--- src/verilog/acs_map.vh ---
// register map, field positions, reset values and timing counts of the
// conversion sequencer; included by the sequencer, the checker and the bench, not by the pin synchroniser.
// assumes a 16-bit register port with a 3-bit word address.
`ifndef ACS_MAP_VH
`define ACS_MAP_VH

// word addresses
`define ACS_ADDR_CTL0      3'h0
`define ACS_ADDR_CTL1      3'h1
`define ACS_ADDR_CTL2      3'h2
`define ACS_ADDR_FLAG2     3'h3
`define ACS_ADDR_STATUS    3'h4

// conv_control_zero fields
`define ACS_SOFT_START     0
`define ACS_ENABLE         1
`define ACS_POWER_ON       4
`define ACS_PULSE_SAMPLE   7
`define ACS_SHT_LSB        8
`define ACS_SHT_MSB        11

// conv_control_one fields
`define ACS_SEQ_LSB        0
`define ACS_SEQ_MSB        1
`define ACS_TRIG_LSB       2
`define ACS_TRIG_MSB       3
`define ACS_CSRC_LSB       4
`define ACS_CSRC_MSB       5
`define ACS_DIV_LSB        6
`define ACS_DIV_MSB        8
`define ACS_BUSY           15

// conv_control_two fields
`define ACS_REF_LSB        0
`define ACS_REF_MSB        3
`define ACS_FIRST_LSB      4
`define ACS_FIRST_MSB      7
`define ACS_LAST_LSB       8
`define ACS_LAST_MSB       11
`define ACS_DMA_LEVEL      12

// second_flag_register fields
`define ACS_TOV_FLAG       0

// reset values
`define ACS_CTL0_RST       16'h0000
`define ACS_CTL1_RST       16'h0000
`define ACS_CTL2_RST       16'h0000

// sequence_mode_field codes
`define ACS_SEQ_SINGLE     2'h0
`define ACS_SEQ_SEQUENCE   2'h1
`define ACS_SEQ_REPEAT     2'h2
`define ACS_SEQ_REP_SEQ    2'h3

// clock source code of the subsystem clock
`define ACS_CSRC_SUBSYS    2'h3

// least extended sample time with an unbuffered reference, in adc clocks
`define ACS_MIN_EXT_SAMPLE 4'h6

`endif

--- src/verilog/acs_pin_sync.v ---
// three-flop synchroniser with agreement filter for one pin input.
// assumes the pin is asynchronous to i_clk; reports level and rising edge.
`timescale 1ns/100ps
`default_nettype none

module acs_pin_sync (
   input  wire i_clk,
   input  wire i_rst,
   input  wire i_pin,
   output wire o_level,
   output wire o_rise
);

   reg s1_reg;     // metastability catcher, read only by s2
   reg s2_reg;     // second stage
   reg s3_reg;     // third stage
   reg level_reg;  // filtered level
   reg rise_reg;   // one-cycle rising pulse

   ////////////////////////////////////////////////////////////////////////
   // a change counts only once stages two and three agree
   always @(posedge i_clk or posedge i_rst) begin
      if (i_rst) begin
         s1_reg    <= 1'b0;
         s2_reg    <= 1'b0;
         s3_reg    <= 1'b0;
         level_reg <= 1'b0;
         rise_reg  <= 1'b0;
      end else begin
         s1_reg   <= i_pin;
         s2_reg   <= s1_reg;
         s3_reg   <= s2_reg;
         rise_reg <= 1'b0;
         if (s2_reg == s3_reg) begin
            level_reg <= s3_reg;
            rise_reg  <= s3_reg & ~level_reg;
         end
      end
   end

   assign o_level = level_reg;
   assign o_rise  = rise_reg;

endmodule
`default_nettype wire

--- src/verilog/acs_sequencer.v ---
// conversion sequencer of a 12-bit successive-approximation converter:
// trigger selection, sample timing, channel sequencing, busy, dma request.
// assumes the analogue core answers each o_conv_go with one i_conv_done
// pulse, and that clock-source ticks are one-cycle enables on i_clk.
//
// Implementation choices: the strobed register port and the register addresses.
`timescale 1ns/100ps
`default_nettype none
`include "acs_map.vh"

module acs_sequencer (
   input  wire        i_clk,
   input  wire        i_rst,
   input  wire [2:0]  i_addr,        // register word address
   input  wire [15:0] i_wdata,       // register write data
   input  wire        i_wr,          // write strobe
   input  wire        i_rd,          // read strobe
   output wire [15:0] o_rdata,       // read data, cycle after i_rd
   input  wire [2:0]  i_timer_trig,  // timer trigger pins
   input  wire [3:0]  i_src_tick,    // clock source ticks, 3 = subsystem
   input  wire        i_dma_ack,     // dma controller acknowledge
   output wire        o_dma_req,     // dma trigger request
   output wire        o_busy,        // conv_busy_flag
   output wire        o_sampling,    // sample switch closed
   output wire        o_conv_go,     // start conversion pulse to core
   input  wire        i_conv_done,   // conversion finished pulse
   output wire [3:0]  o_channel,     // channel being converted
   output wire [3:0]  o_ref_select,  // reference_select to the core
   output wire        o_power_on,    // converter_power_on to the core
   output wire        o_adc_tick     // divided converter clock enable
);

   localparam [1:0] ST_IDLE = 2'h0;  // nothing in progress
   localparam [1:0] ST_WAIT = 2'h1;  // mid sequence, awaiting timer
   localparam [1:0] ST_SAMP = 2'h2;  // sampling
   localparam [1:0] ST_CONV = 2'h3;  // converting

   reg  [15:0] ctl0_reg;             // conv_control_zero
   reg  [15:0] ctl1_reg;             // conv_control_one, bit 15 unused
   reg  [15:0] ctl2_reg;             // conv_control_two
   reg         tov_reg;              // trigger_overflow_flag
   reg  [15:0] rdata_reg;            // read data
   reg  [1:0]  state_reg;            // sequencer state
   reg  [3:0]  chan_reg;             // sequence position
   reg  [3:0]  scnt_reg;             // sample clocks counted
   reg  [2:0]  div_reg;              // divider count
   reg         tick_reg;             // divided clock enable
   reg         go_reg;               // core start pulse
   reg         dma_reg;              // dma trigger state
   wire [2:0]  tmr_level;            // filtered timer levels
   wire [2:0]  tmr_rise;             // timer rising pulses

   // control field views
   wire       soft_start = ctl0_reg[`ACS_SOFT_START];
   wire       enable     = ctl0_reg[`ACS_ENABLE];
   wire       power_on   = ctl0_reg[`ACS_POWER_ON];
   wire       pulse_mode = ctl0_reg[`ACS_PULSE_SAMPLE];
   wire [3:0] sht        = ctl0_reg[`ACS_SHT_MSB:`ACS_SHT_LSB];
   wire [1:0] seq_mode   = ctl1_reg[`ACS_SEQ_MSB:`ACS_SEQ_LSB];
   wire [1:0] trig_src   = ctl1_reg[`ACS_TRIG_MSB:`ACS_TRIG_LSB];
   wire [1:0] clk_src    = ctl1_reg[`ACS_CSRC_MSB:`ACS_CSRC_LSB];
   wire [2:0] divider    = ctl1_reg[`ACS_DIV_MSB:`ACS_DIV_LSB];
   wire [3:0] ref_sel    = ctl2_reg[`ACS_REF_MSB:`ACS_REF_LSB];
   wire [3:0] first_ch   = ctl2_reg[`ACS_FIRST_MSB:`ACS_FIRST_LSB];
   wire [3:0] last_ch    = ctl2_reg[`ACS_LAST_MSB:`ACS_LAST_LSB];
   wire       dma_level  = ctl2_reg[`ACS_DMA_LEVEL];

   ////////////////////////////////////////////////////////////////////////
   // timer trigger pins
   genvar g;
   generate
      for (g = 0; g < 3; g = g + 1) begin : g_tmr
         acs_pin_sync u_sync (
            .i_clk   (i_clk),
            .i_rst   (i_rst),
            .i_pin   (i_timer_trig[g]),
            .o_level (tmr_level[g]),
            .o_rise  (tmr_rise[g])
         );
      end
   endgenerate

   // trigger code 0 is the soft start bit, codes 1..3 pick a timer
   wire soft_src  = (trig_src == 2'h0);
   wire [1:0] tix = trig_src - 2'h1;
   wire ext_rise  = ~soft_src & tmr_rise[tix];
   wire ext_level = ~soft_src & tmr_level[tix];
   wire run_ok    = enable & power_on;
   wire start_evt = soft_src ? soft_start : ext_rise;
   wire held      = soft_src ? soft_start : ext_level;
   wire busy      = (state_reg == ST_SAMP) | (state_reg == ST_CONV);

   // only codes 0,2,4,6,12,14 need the long sample; 8 and 10 are spared
   wire buffered  = ref_sel[0] | (ref_sel[3] & ~ref_sel[2]);
   wire ext_min   = buffered | (scnt_reg >= `ACS_MIN_EXT_SAMPLE);
   wire samp_end  = tick_reg & (pulse_mode ? (scnt_reg >= sht)
                                           : (~held & ext_min));
   wire last_pos  = (chan_reg == last_ch);
   wire wr_ctl0   = i_wr & (i_addr == `ACS_ADDR_CTL0);

   ////////////////////////////////////////////////////////////////////////
   // converter clock: source select then divide by divider+1
   wire src_tick = i_src_tick[clk_src];
   always @(posedge i_clk or posedge i_rst) begin
      if (i_rst) begin
         div_reg  <= 3'h0;
         tick_reg <= 1'b0;
      end else begin
         tick_reg <= 1'b0;
         if (src_tick) begin
            // divider count carries over a source change; nothing restarts it
            if (div_reg >= divider) begin
               div_reg  <= 3'h0;
               tick_reg <= 1'b1;
            end else begin
               div_reg <= div_reg + 3'h1;
            end
         end
      end
   end

   ////////////////////////////////////////////////////////////////////////
   // completion decision for the conversion now finishing
   reg       fin_next;   // sequence ends, busy and start drop
   reg       cont_next;  // go on without waiting for a trigger
   reg [3:0] chan_next;  // next sequence position
   always @* begin
      fin_next  = 1'b0;
      cont_next = 1'b0;
      chan_next = chan_reg;
      case (seq_mode)
         `ACS_SEQ_SINGLE: begin
            fin_next = 1'b1;
         end
         `ACS_SEQ_SEQUENCE: begin
            fin_next  = last_pos;
            chan_next = chan_reg + 4'h1;
            cont_next = soft_src;
         end
         `ACS_SEQ_REPEAT: begin
            fin_next  = ~enable;
            cont_next = soft_src;
         end
         `ACS_SEQ_REP_SEQ: begin
            fin_next  = ~enable;
            chan_next = last_pos ? first_ch : chan_reg + 4'h1;
            cont_next = soft_src;
         end
         default: begin
            fin_next = 1'b1;
         end
      endcase
   end

   ////////////////////////////////////////////////////////////////////////
   // sequencer state machine
   wire done_now = (state_reg == ST_CONV) & i_conv_done;
   always @(posedge i_clk or posedge i_rst) begin
      if (i_rst) begin
         state_reg <= ST_IDLE;
         chan_reg  <= 4'h0;
         scnt_reg  <= 4'h0;
         go_reg    <= 1'b0;
      end else begin
         go_reg <= 1'b0;
         if (!power_on) begin
            // power removed aborts whatever is in progress
            state_reg <= ST_IDLE;
         end else begin
            case (state_reg)
               ST_IDLE: begin
                  scnt_reg <= 4'h0;
                  chan_reg <= first_ch;
                  if (run_ok && start_evt) begin
                     state_reg <= ST_SAMP;
                  end
               end
               ST_WAIT: begin
                  scnt_reg <= 4'h0;
                  if (!enable) begin
                     state_reg <= ST_IDLE;
                  end else if (ext_rise || soft_src) begin
                     state_reg <= ST_SAMP;
                  end
               end
               ST_SAMP: begin
                  if (samp_end) begin
                     state_reg <= ST_CONV;
                     go_reg    <= 1'b1;
                  end else if (tick_reg && scnt_reg != 4'hf) begin
                     scnt_reg <= scnt_reg + 4'h1;
                  end
               end
               ST_CONV: begin
                  scnt_reg <= 4'h0;
                  if (i_conv_done) begin
                     chan_reg <= chan_next;
                     if (fin_next) begin
                        state_reg <= ST_IDLE;
                     end else if (cont_next) begin
                        state_reg <= ST_SAMP;
                     end else begin
                        state_reg <= ST_WAIT;
                     end
                  end
               end
               default: begin
                  state_reg <= ST_IDLE;
               end
            endcase
         end
      end
   end

   ////////////////////////////////////////////////////////////////////////
   // dma trigger state: set by every conversion, sequence or not
   always @(posedge i_clk or posedge i_rst) begin
      if (i_rst) begin
         dma_reg <= 1'b0;
      end else if (done_now) begin
         dma_reg <= 1'b1;
      end else if (!dma_level || i_dma_ack) begin
         // edge mode drops after one cycle; level mode waits for ack
         dma_reg <= 1'b0;
      end
   end

   ////////////////////////////////////////////////////////////////////////
   // register writes; hardware set of a flag wins over software clear
   wire tov_set = ext_rise & busy;
   always @(posedge i_clk or posedge i_rst) begin
      if (i_rst) begin
         ctl0_reg <= `ACS_CTL0_RST;
         ctl1_reg <= `ACS_CTL1_RST;
         ctl2_reg <= `ACS_CTL2_RST;
         tov_reg  <= 1'b0;
      end else begin
         if (wr_ctl0) begin
            ctl0_reg <= i_wdata;
         end
         // completion self-clears the start bit unless written to one now
         if (done_now && fin_next && !(wr_ctl0 && i_wdata[`ACS_SOFT_START])) begin
            ctl0_reg[`ACS_SOFT_START] <= 1'b0;
         end
         if (i_wr && i_addr == `ACS_ADDR_CTL1) begin
            ctl1_reg <= {1'b0, i_wdata[14:0]};
         end
         if (i_wr && i_addr == `ACS_ADDR_CTL2) begin
            ctl2_reg <= {3'h0, i_wdata[12:0]};
         end
         // write one to clear
         if (tov_set) begin
            tov_reg <= 1'b1;
         end else if (i_wr && i_addr == `ACS_ADDR_FLAG2 && i_wdata[`ACS_TOV_FLAG]) begin
            tov_reg <= 1'b0;
         end
      end
   end

   ////////////////////////////////////////////////////////////////////////
   // read data, valid the cycle after the strobe; unmapped reads zero
   always @(posedge i_clk or posedge i_rst) begin
      if (i_rst) begin
         rdata_reg <= 16'h0000;
      end else if (i_rd) begin
         case (i_addr)
            `ACS_ADDR_CTL0:   rdata_reg <= ctl0_reg;
            `ACS_ADDR_CTL1:   rdata_reg <= {busy, ctl1_reg[14:0]};
            `ACS_ADDR_CTL2:   rdata_reg <= ctl2_reg;
            `ACS_ADDR_FLAG2:  rdata_reg <= {15'h0000, tov_reg};
            `ACS_ADDR_STATUS: rdata_reg <= {12'h000, chan_reg};
            default:          rdata_reg <= 16'h0000;
         endcase
      end else begin
         rdata_reg <= 16'h0000;
      end
   end

   assign o_rdata      = rdata_reg;
   assign o_dma_req    = dma_reg;
   assign o_busy       = busy;
   assign o_sampling   = (state_reg == ST_SAMP);
   assign o_conv_go    = go_reg;
   assign o_channel    = chan_reg;
   assign o_ref_select = ref_sel;
   assign o_power_on   = power_on;
   assign o_adc_tick   = tick_reg;

endmodule
`default_nettype wire
--- config.mk ---
export PLATFORM = sky130hd
export DESIGN_NAME = acs_sequencer
export DESIGN_NICKNAME = d
export VERILOG_FILES = /design/src/verilog/acs_pin_sync.v /design/src/verilog/acs_sequencer.v
export VERILOG_INCLUDE_DIRS = /design/src /design/src/verilog
export SDC_FILE = /design/constraint.sdc
export NUM_CORES = 1
export LEC_CHECK = 0
export BUFFER_PORTS_ARGS = -buffer_cell sky130_fd_sc_hd__buf_2
export CORE_MARGIN = 2
export CORE_UTILIZATION = 51
export CTS_BUF_LIST = sky130_fd_sc_hd__clkbuf_4 sky130_fd_sc_hd__clkbuf_8 sky130_fd_sc_hd__clkbuf_16
export DETAILED_ROUTE_END_ITERATION = 7
export GPL_ROUTABILITY_DRIVEN = 0
export GPL_TIMING_DRIVEN = 0
export PLACE_DENSITY = 0.78
export SYNTH_ARGS = -nofsm -noshare
export SYNTH_HDL_FRONTEND = slang
export SYNTH_SLANG_ARGS = --single-unit
--- constraint.sdc ---
create_clock -name i_clk -period 2.56 [get_ports i_clk]
set_clock_uncertainty 0.1 [all_clocks]
set_input_delay 0.256 -clock i_clk [delete_from_list [all_inputs] [get_ports i_clk]]
set_output_delay 0.256 -clock i_clk [all_outputs]
set_load 0.01 [all_outputs]
Word level (Yosys, flattened, before mapping)
Index checks and enable logic that the tools add are counted.
{ "op_classes": {"reduce_logical": 27, "bitwise": 22, "n_eq_ne": 23, "add_sub_neg": 4, "magnitude_cmp": 5, "mux": 44} }
{ "op_table": {"columns": ["operator", "n"], "rows": [
  ["case mux 16 bit (5 select lines)", 1],
  ["case mux 4 bit (2 select lines)", 3],
  ["two-way mux 1 bit", 21],
  ["two-way mux 16 bit", 1],
  ["two-way mux 2 bit", 8],
  ["two-way mux 4 bit", 4],
  ["AND 1 bit", 12],
  ["logical AND 1 bit", 9],
  ["adder 4 x 1 -> 4 bit (second input constant)", 2],
  ["== test 2 bit (second input constant)", 4],
  ["inequality test 4 bit (second input constant)", 2],
  ["case mux 2 bit (4 select lines)", 1],
  ["AND reduction 4 bit", 2],
  ["nonzero test 2 bit", 4],
  ["NOT 1 bit", 7],
  ["binary-select mux 1 bit (select 2 bit)", 3],
  ["== test 3 x 2 -> 1 bit (second input constant)", 2],
  ["zero test 2 bit", 3],
  ["< comparator 2 x 3 -> 1 bit (second input constant)", 2],
  ["inequality test 3 bit (second input constant)", 2],
  ["OR reduction 3 bit", 2],
  ["== test 2 x 1 -> 1 bit (second input constant)", 2],
  ["== test 4 bit", 1],
  [">= comparator 4 x 3 -> 1 bit (second input constant)", 1],
  ["19 further kinds", 26]
]} }
{ "totals": {"output_inout_bits": 30, "inputBits": 32, "regBits": 92} }

Longest topological paths before layout
{ "depth": {"word_depth": 12, "depth_mapped": 7} }

Modules after synthesis
Synthesis repeated with hierarchy kept, for this count alone.
{ "unflattened": {"hier_cells": 384, "hier_area_um2": 4307.9} }
{ "modules_own_cells": {"columns": ["module", "cells_each", "area_each_um2", "seq_area_each_um2", "n_inst"], "rows": [
  ["acs_sequencer", 360, 3857.4, 1926.8, 1],
  ["acs_pin_sync", 8, 150.1, 125.1, 3]
]} }

Worst setup path before layout
OpenSTA, ideal clock, no wires.
{ "synth_path": {"kind": "register to register", "from": "reg scnt_reg[0]", "to": "reg scnt_reg[0]", "stages_incl_launch_ff": 8, "arrival_ns": 1.976, "period_less_slack_ns": 2.163, "required_ns": 2.373, "n_path_buf": 0, "path_slack_ns": 0.397, "path_cell_list": "dfrtp_1 inv_1 ha_1 nand2b_4 a2111oi_4 o32ai_2 or4_1 o211ai_1"} }
{ "synth_between": {"elab_chain_cells": 7} }
{ "synth_rtl": {"columns": ["item", "line_no", "text"], "rows": [
  ["start: declaration", "acs_sequencer.v:45", "reg [3:0] scnt_reg;"],
  ["start signal: assignment", "acs_sequencer.v:191", "scnt_reg <= scnt_reg + 4'h1;"],
  [">= comparator 4 x 3 -> 1 bit (no source line)", null, null],
  ["OR 1 bit", "acs_sequencer.v:95", "wire ext_min = buffered | (scnt_reg >= `ACS_MIN_EXT_SAMPLE);"],
  ["AND 1 bit", "acs_sequencer.v:97", ": (~held & ext_min));"],
  ["two-way mux 1 bit", "acs_sequencer.v:96", "wire samp_end = tick_reg & (pulse_mode ? (scnt_reg >= sht)"],
  ["AND 1 bit", "acs_sequencer.v:96", null],
  ["inequality test 2 bit (no source line)", null, null],
  ["AND reduction 3 bit (no source line)", null, null]
]} }
Parallel ways exist; a longest one is shown, timed or not. The select of a mux whose other input is x is not followed.
A chain may end at the register's enable or synchronous reset.

Worst setup path in the final report
Same ends and word-level chain as after synthesis.

==> metrics.md <==
| Metric | Value |
|---|---|
| Status | `complete, no violations` |
| Pwr dens | `800 nW/um2` |
| CTS tree | `built` |
| Cts repair resizes | `0` |
| FF-to-FF End | `scnt_reg[0]` |
| Post-CTS Hold Buffers | `6` |
| Sw Ratio | `33.4%` |
| Critical-path maximum fanout | `9` |
| Worst slew pin tran | `0.593 ns` |
| Cell Rows | `33` |
| Critical path launch point | `scnt_reg[0]` |
| TritonRoute pass-1 iters | `4` |
| RSZ-0062 raised after global routing | `no` |
| Hold_sp | `i_wdata[3]` |
| IO Pins | `62` |
| Initial DRC count | `166` |
| Fin Hold WS | `0.0258 ns` |
| CP Launch Type | `flop` |
| Critical path endpoint category | `flop` |
| Final Cell Area | `5050 um2` |
| Worst setup margin | `0.181 ns` |
| R2r setup slk | `0.18 ns` |
| Rel. slew slack | `60.5%` |
| Distinct cell type count after synthesis | `55` |
| Cell Count Post-Placement | `547` |
| CP bufs+invs | `1` |
| Worst r2r src | `scnt_reg[0]` |
| Crit-path cells | `inv_1 > ha_1 > nand2b_4 > a2111oi_4 > o32ai_2 > or4_1 > o211ai_1` |
| Starting Density | `52.6%` |
| Placed Area | `4770 um2` |
| Syn nets | `425` |
| Die Y | `95.8 um` |
| N_diodes | `0` |
| Period utilization | `92.9%` |
| TritonCTS Sinks | `92` |
| Bufs on Longest Clock Path | `2` |
| WS Path Type | `reg -> reg` |
| CP peak stage delay | `0.55 ns` |
| Routed vias/inst | `5.67` |
| Reg2Reg Depth | `7` |
| Clk pwr share | `25.3%` |
| DP HPWL | `7020 um` |
| Post-layout total power | `4.04 mW` |
| Place WS | `0.195 ns` |
| Worst setup path endpoint | `scnt_reg[0]` |
| Post-Syn Area | `4300 um2` |
| Reg clk slew, reported paths | `0.10 ns` |
| Largest delay share family, worst path | `simple AND/OR/NAND/NOR gates` |
| Total gr overflow | `0` |
| Filler cells | `667` |
| Footprint of the multi-input gates | `1810 um2` |
| Max-slew violation count | `0` |
| Combinational share of power | `26.2%` |
| Die width | `95.8 um` |
| Arr. time, crit path | `2.55 ns` |
| Setup bufs post-CTS | `0` |
| Synthesis-stage register bit count | `92` |
| CP Data Required Time | `2.73 ns` |
| GR Util All Layers | `23.4%` |
| Setup TNS | `0 ns` |
| Number of buffers created by CTS | `9` |
| Root Driver | `clkbuf_8` |
| Mapped Avg Cell Area | `11.3 um2` |
| Post-route minimum period | `2.38 ns` |
| Max-cap violations | `0` |
| Global-route wire length before repair | `16000 um` |
| Switching pwr | `1.35 mW` |
| Die area | `9180 um2` |
| VDD IR max | `0.355 mV` |
| Crit-path slowest cell | `or4_1` |
| Detailed-route wire length per cell | `17.1 um` |
| Residual DRC | `0` |
| Internal power | `2.69 mW` |
| Mapped Cells | `381` |
| Port bufs | `59` |
| Fin nets | `504` |
| LEAKAGE | `2.40 nW` |
| Fin util | `61.8%` |
| Sequential share of power | `48.5%` |
| Synthesis-to-layout area growth | `17.4%` |
| Share of cells above drive strength 1 | `23.4%` |
| HP Class | `in -> reg` |
| Total routed wirelength | `9730 um` |
| Worst path depth | `7` |
| DR vias | `3233` |
| # setup viols final | `0` |
| Synth Warn # | `0` |
| Hold Fails Final Rpt | `0` |
| Number of global-route vias before repair | `3162` |
| Max Freq | `0.420 GHz` |
| Largest net degree at the start of global routing | `43` |
| ANT nets after route | `0` |
| Post-synth EDFFs | `0` |
| H-tree depth | `3` |
| Core footprint | `8180 um2` |
| Main flop type after synthesis | `dfrtp_1` |
| Fin cells | `570` |
| Post-synthesis async set-or-reset flop share | `100%` |
| Skew-Pair Late Insertion Delay | `0.37 ns` |
| Sequential share of the synthesized area | `53.5%` |
| Initial antenna violation count | `0` |
| Reg area | `2300 um2` |
## synth_stat cells, types with 5 or more instances
cell type,instances,area (um2)
a21oi_1,16,80.1
buf_2,7,35.0
buf_4,5,37.5
clkbuf_1,7,26.3
dfrtp_1,92,2300
ha_1,12,150
inv_1,21,78.8
mux2_1,24,270
mux2_2,11,124
mux2i_1,21,210
nand2_1,26,97.6
nand3_1,12,60.1
nor2_1,30,113
nor2b_1,5,31.3
nor3_1,7,35.0
o21ai_0,20,100
## cell type report
cell class,instances,share of cell area [%]
sequential,92,45.6
timing repair buffer,68,8.03
clock buffer,10,2.73
multi-input combinational,246,35.8
buffer,21,2.11
tap,105,2.60
inverter,22,1.71
clock inverter,6,1.41
## worst min-delay path, stage by stage
cell	delay, ns
buf_2	0.10
nand2_1	0.05
o21ai_0	0.06
## logic make-up (layout without fill, tap and decap cells)
kind of cell / after synthesis / count (layout) / synth area share (%)
xor gates and xnor gates: 4 / 4 / 0.815
and+or+nand+nor: 106 / 106 / 12.5
muxes: 57 / 57 / 14.6
adders and majority gates: 14 / 14 / 3.96
DFF: 92 / 92 / 53.5
buffers and inverters: 43 / 127 / 4.39
AOI/OAI and AO/OA: 65 / 65 / 10.2
## worst min-delay path by stage
stage                     cells past startpoint                     end  slack, ns
after floorplan                               0  g_tmr[0].u_sync.s1_reg       0.19
after global placement                        0  g_tmr[0].u_sync.s2_reg       0.23
after detailed placement                      0  g_tmr[0].u_sync.s2_reg       0.23
after CTS                                     2            ctl1_reg[13]      0.009
after global routing                          3             ctl1_reg[3]      0.005
final                                         3             ctl1_reg[3]       0.03
## power by group through the flow
stage          Sequential, mW  Combinational [mW]  Clock [mW]
3_3_place_gp             1.96               0.980           0
2_1_floorplan            1.93               0.736           0
4_1_cts                  1.95                1.06        1.04
3_5_place_dp             1.98                1.05           0
5_1_grt                  1.99                1.19        1.11
6_report                 1.96                1.06        1.02
## routing by layer
metal / routed length, um / share of wire [%] / global-route usage (%) / up-vias
li1: - / - / - / 1499
met1: 4090 / 42 / 30.0 / 1625
met2: 4950 / 51 / 39.2 / 97
met3: 556 / 5.7 / 5.25 / 12
met4: 133 / 1.4 / 8.21 / 0
met5: 0 / 0 / 0 / -
## cell usage in the layout, fill, tap and decap left out, drive strengths merged, types with 5 or more instances in the layout
cell type	instances
a21oi	16
buf	75
clkbuf	17
dfrtp	92
dlygate4sd3	7
ha	12
inv	22
mux2	35
mux2i	21
nand2	26
nand2b	5
nand3	12
nor2	30
nor2b	5
nor3	7
o21ai	22
No activity file was read; power rests on OpenSTA's default activity.
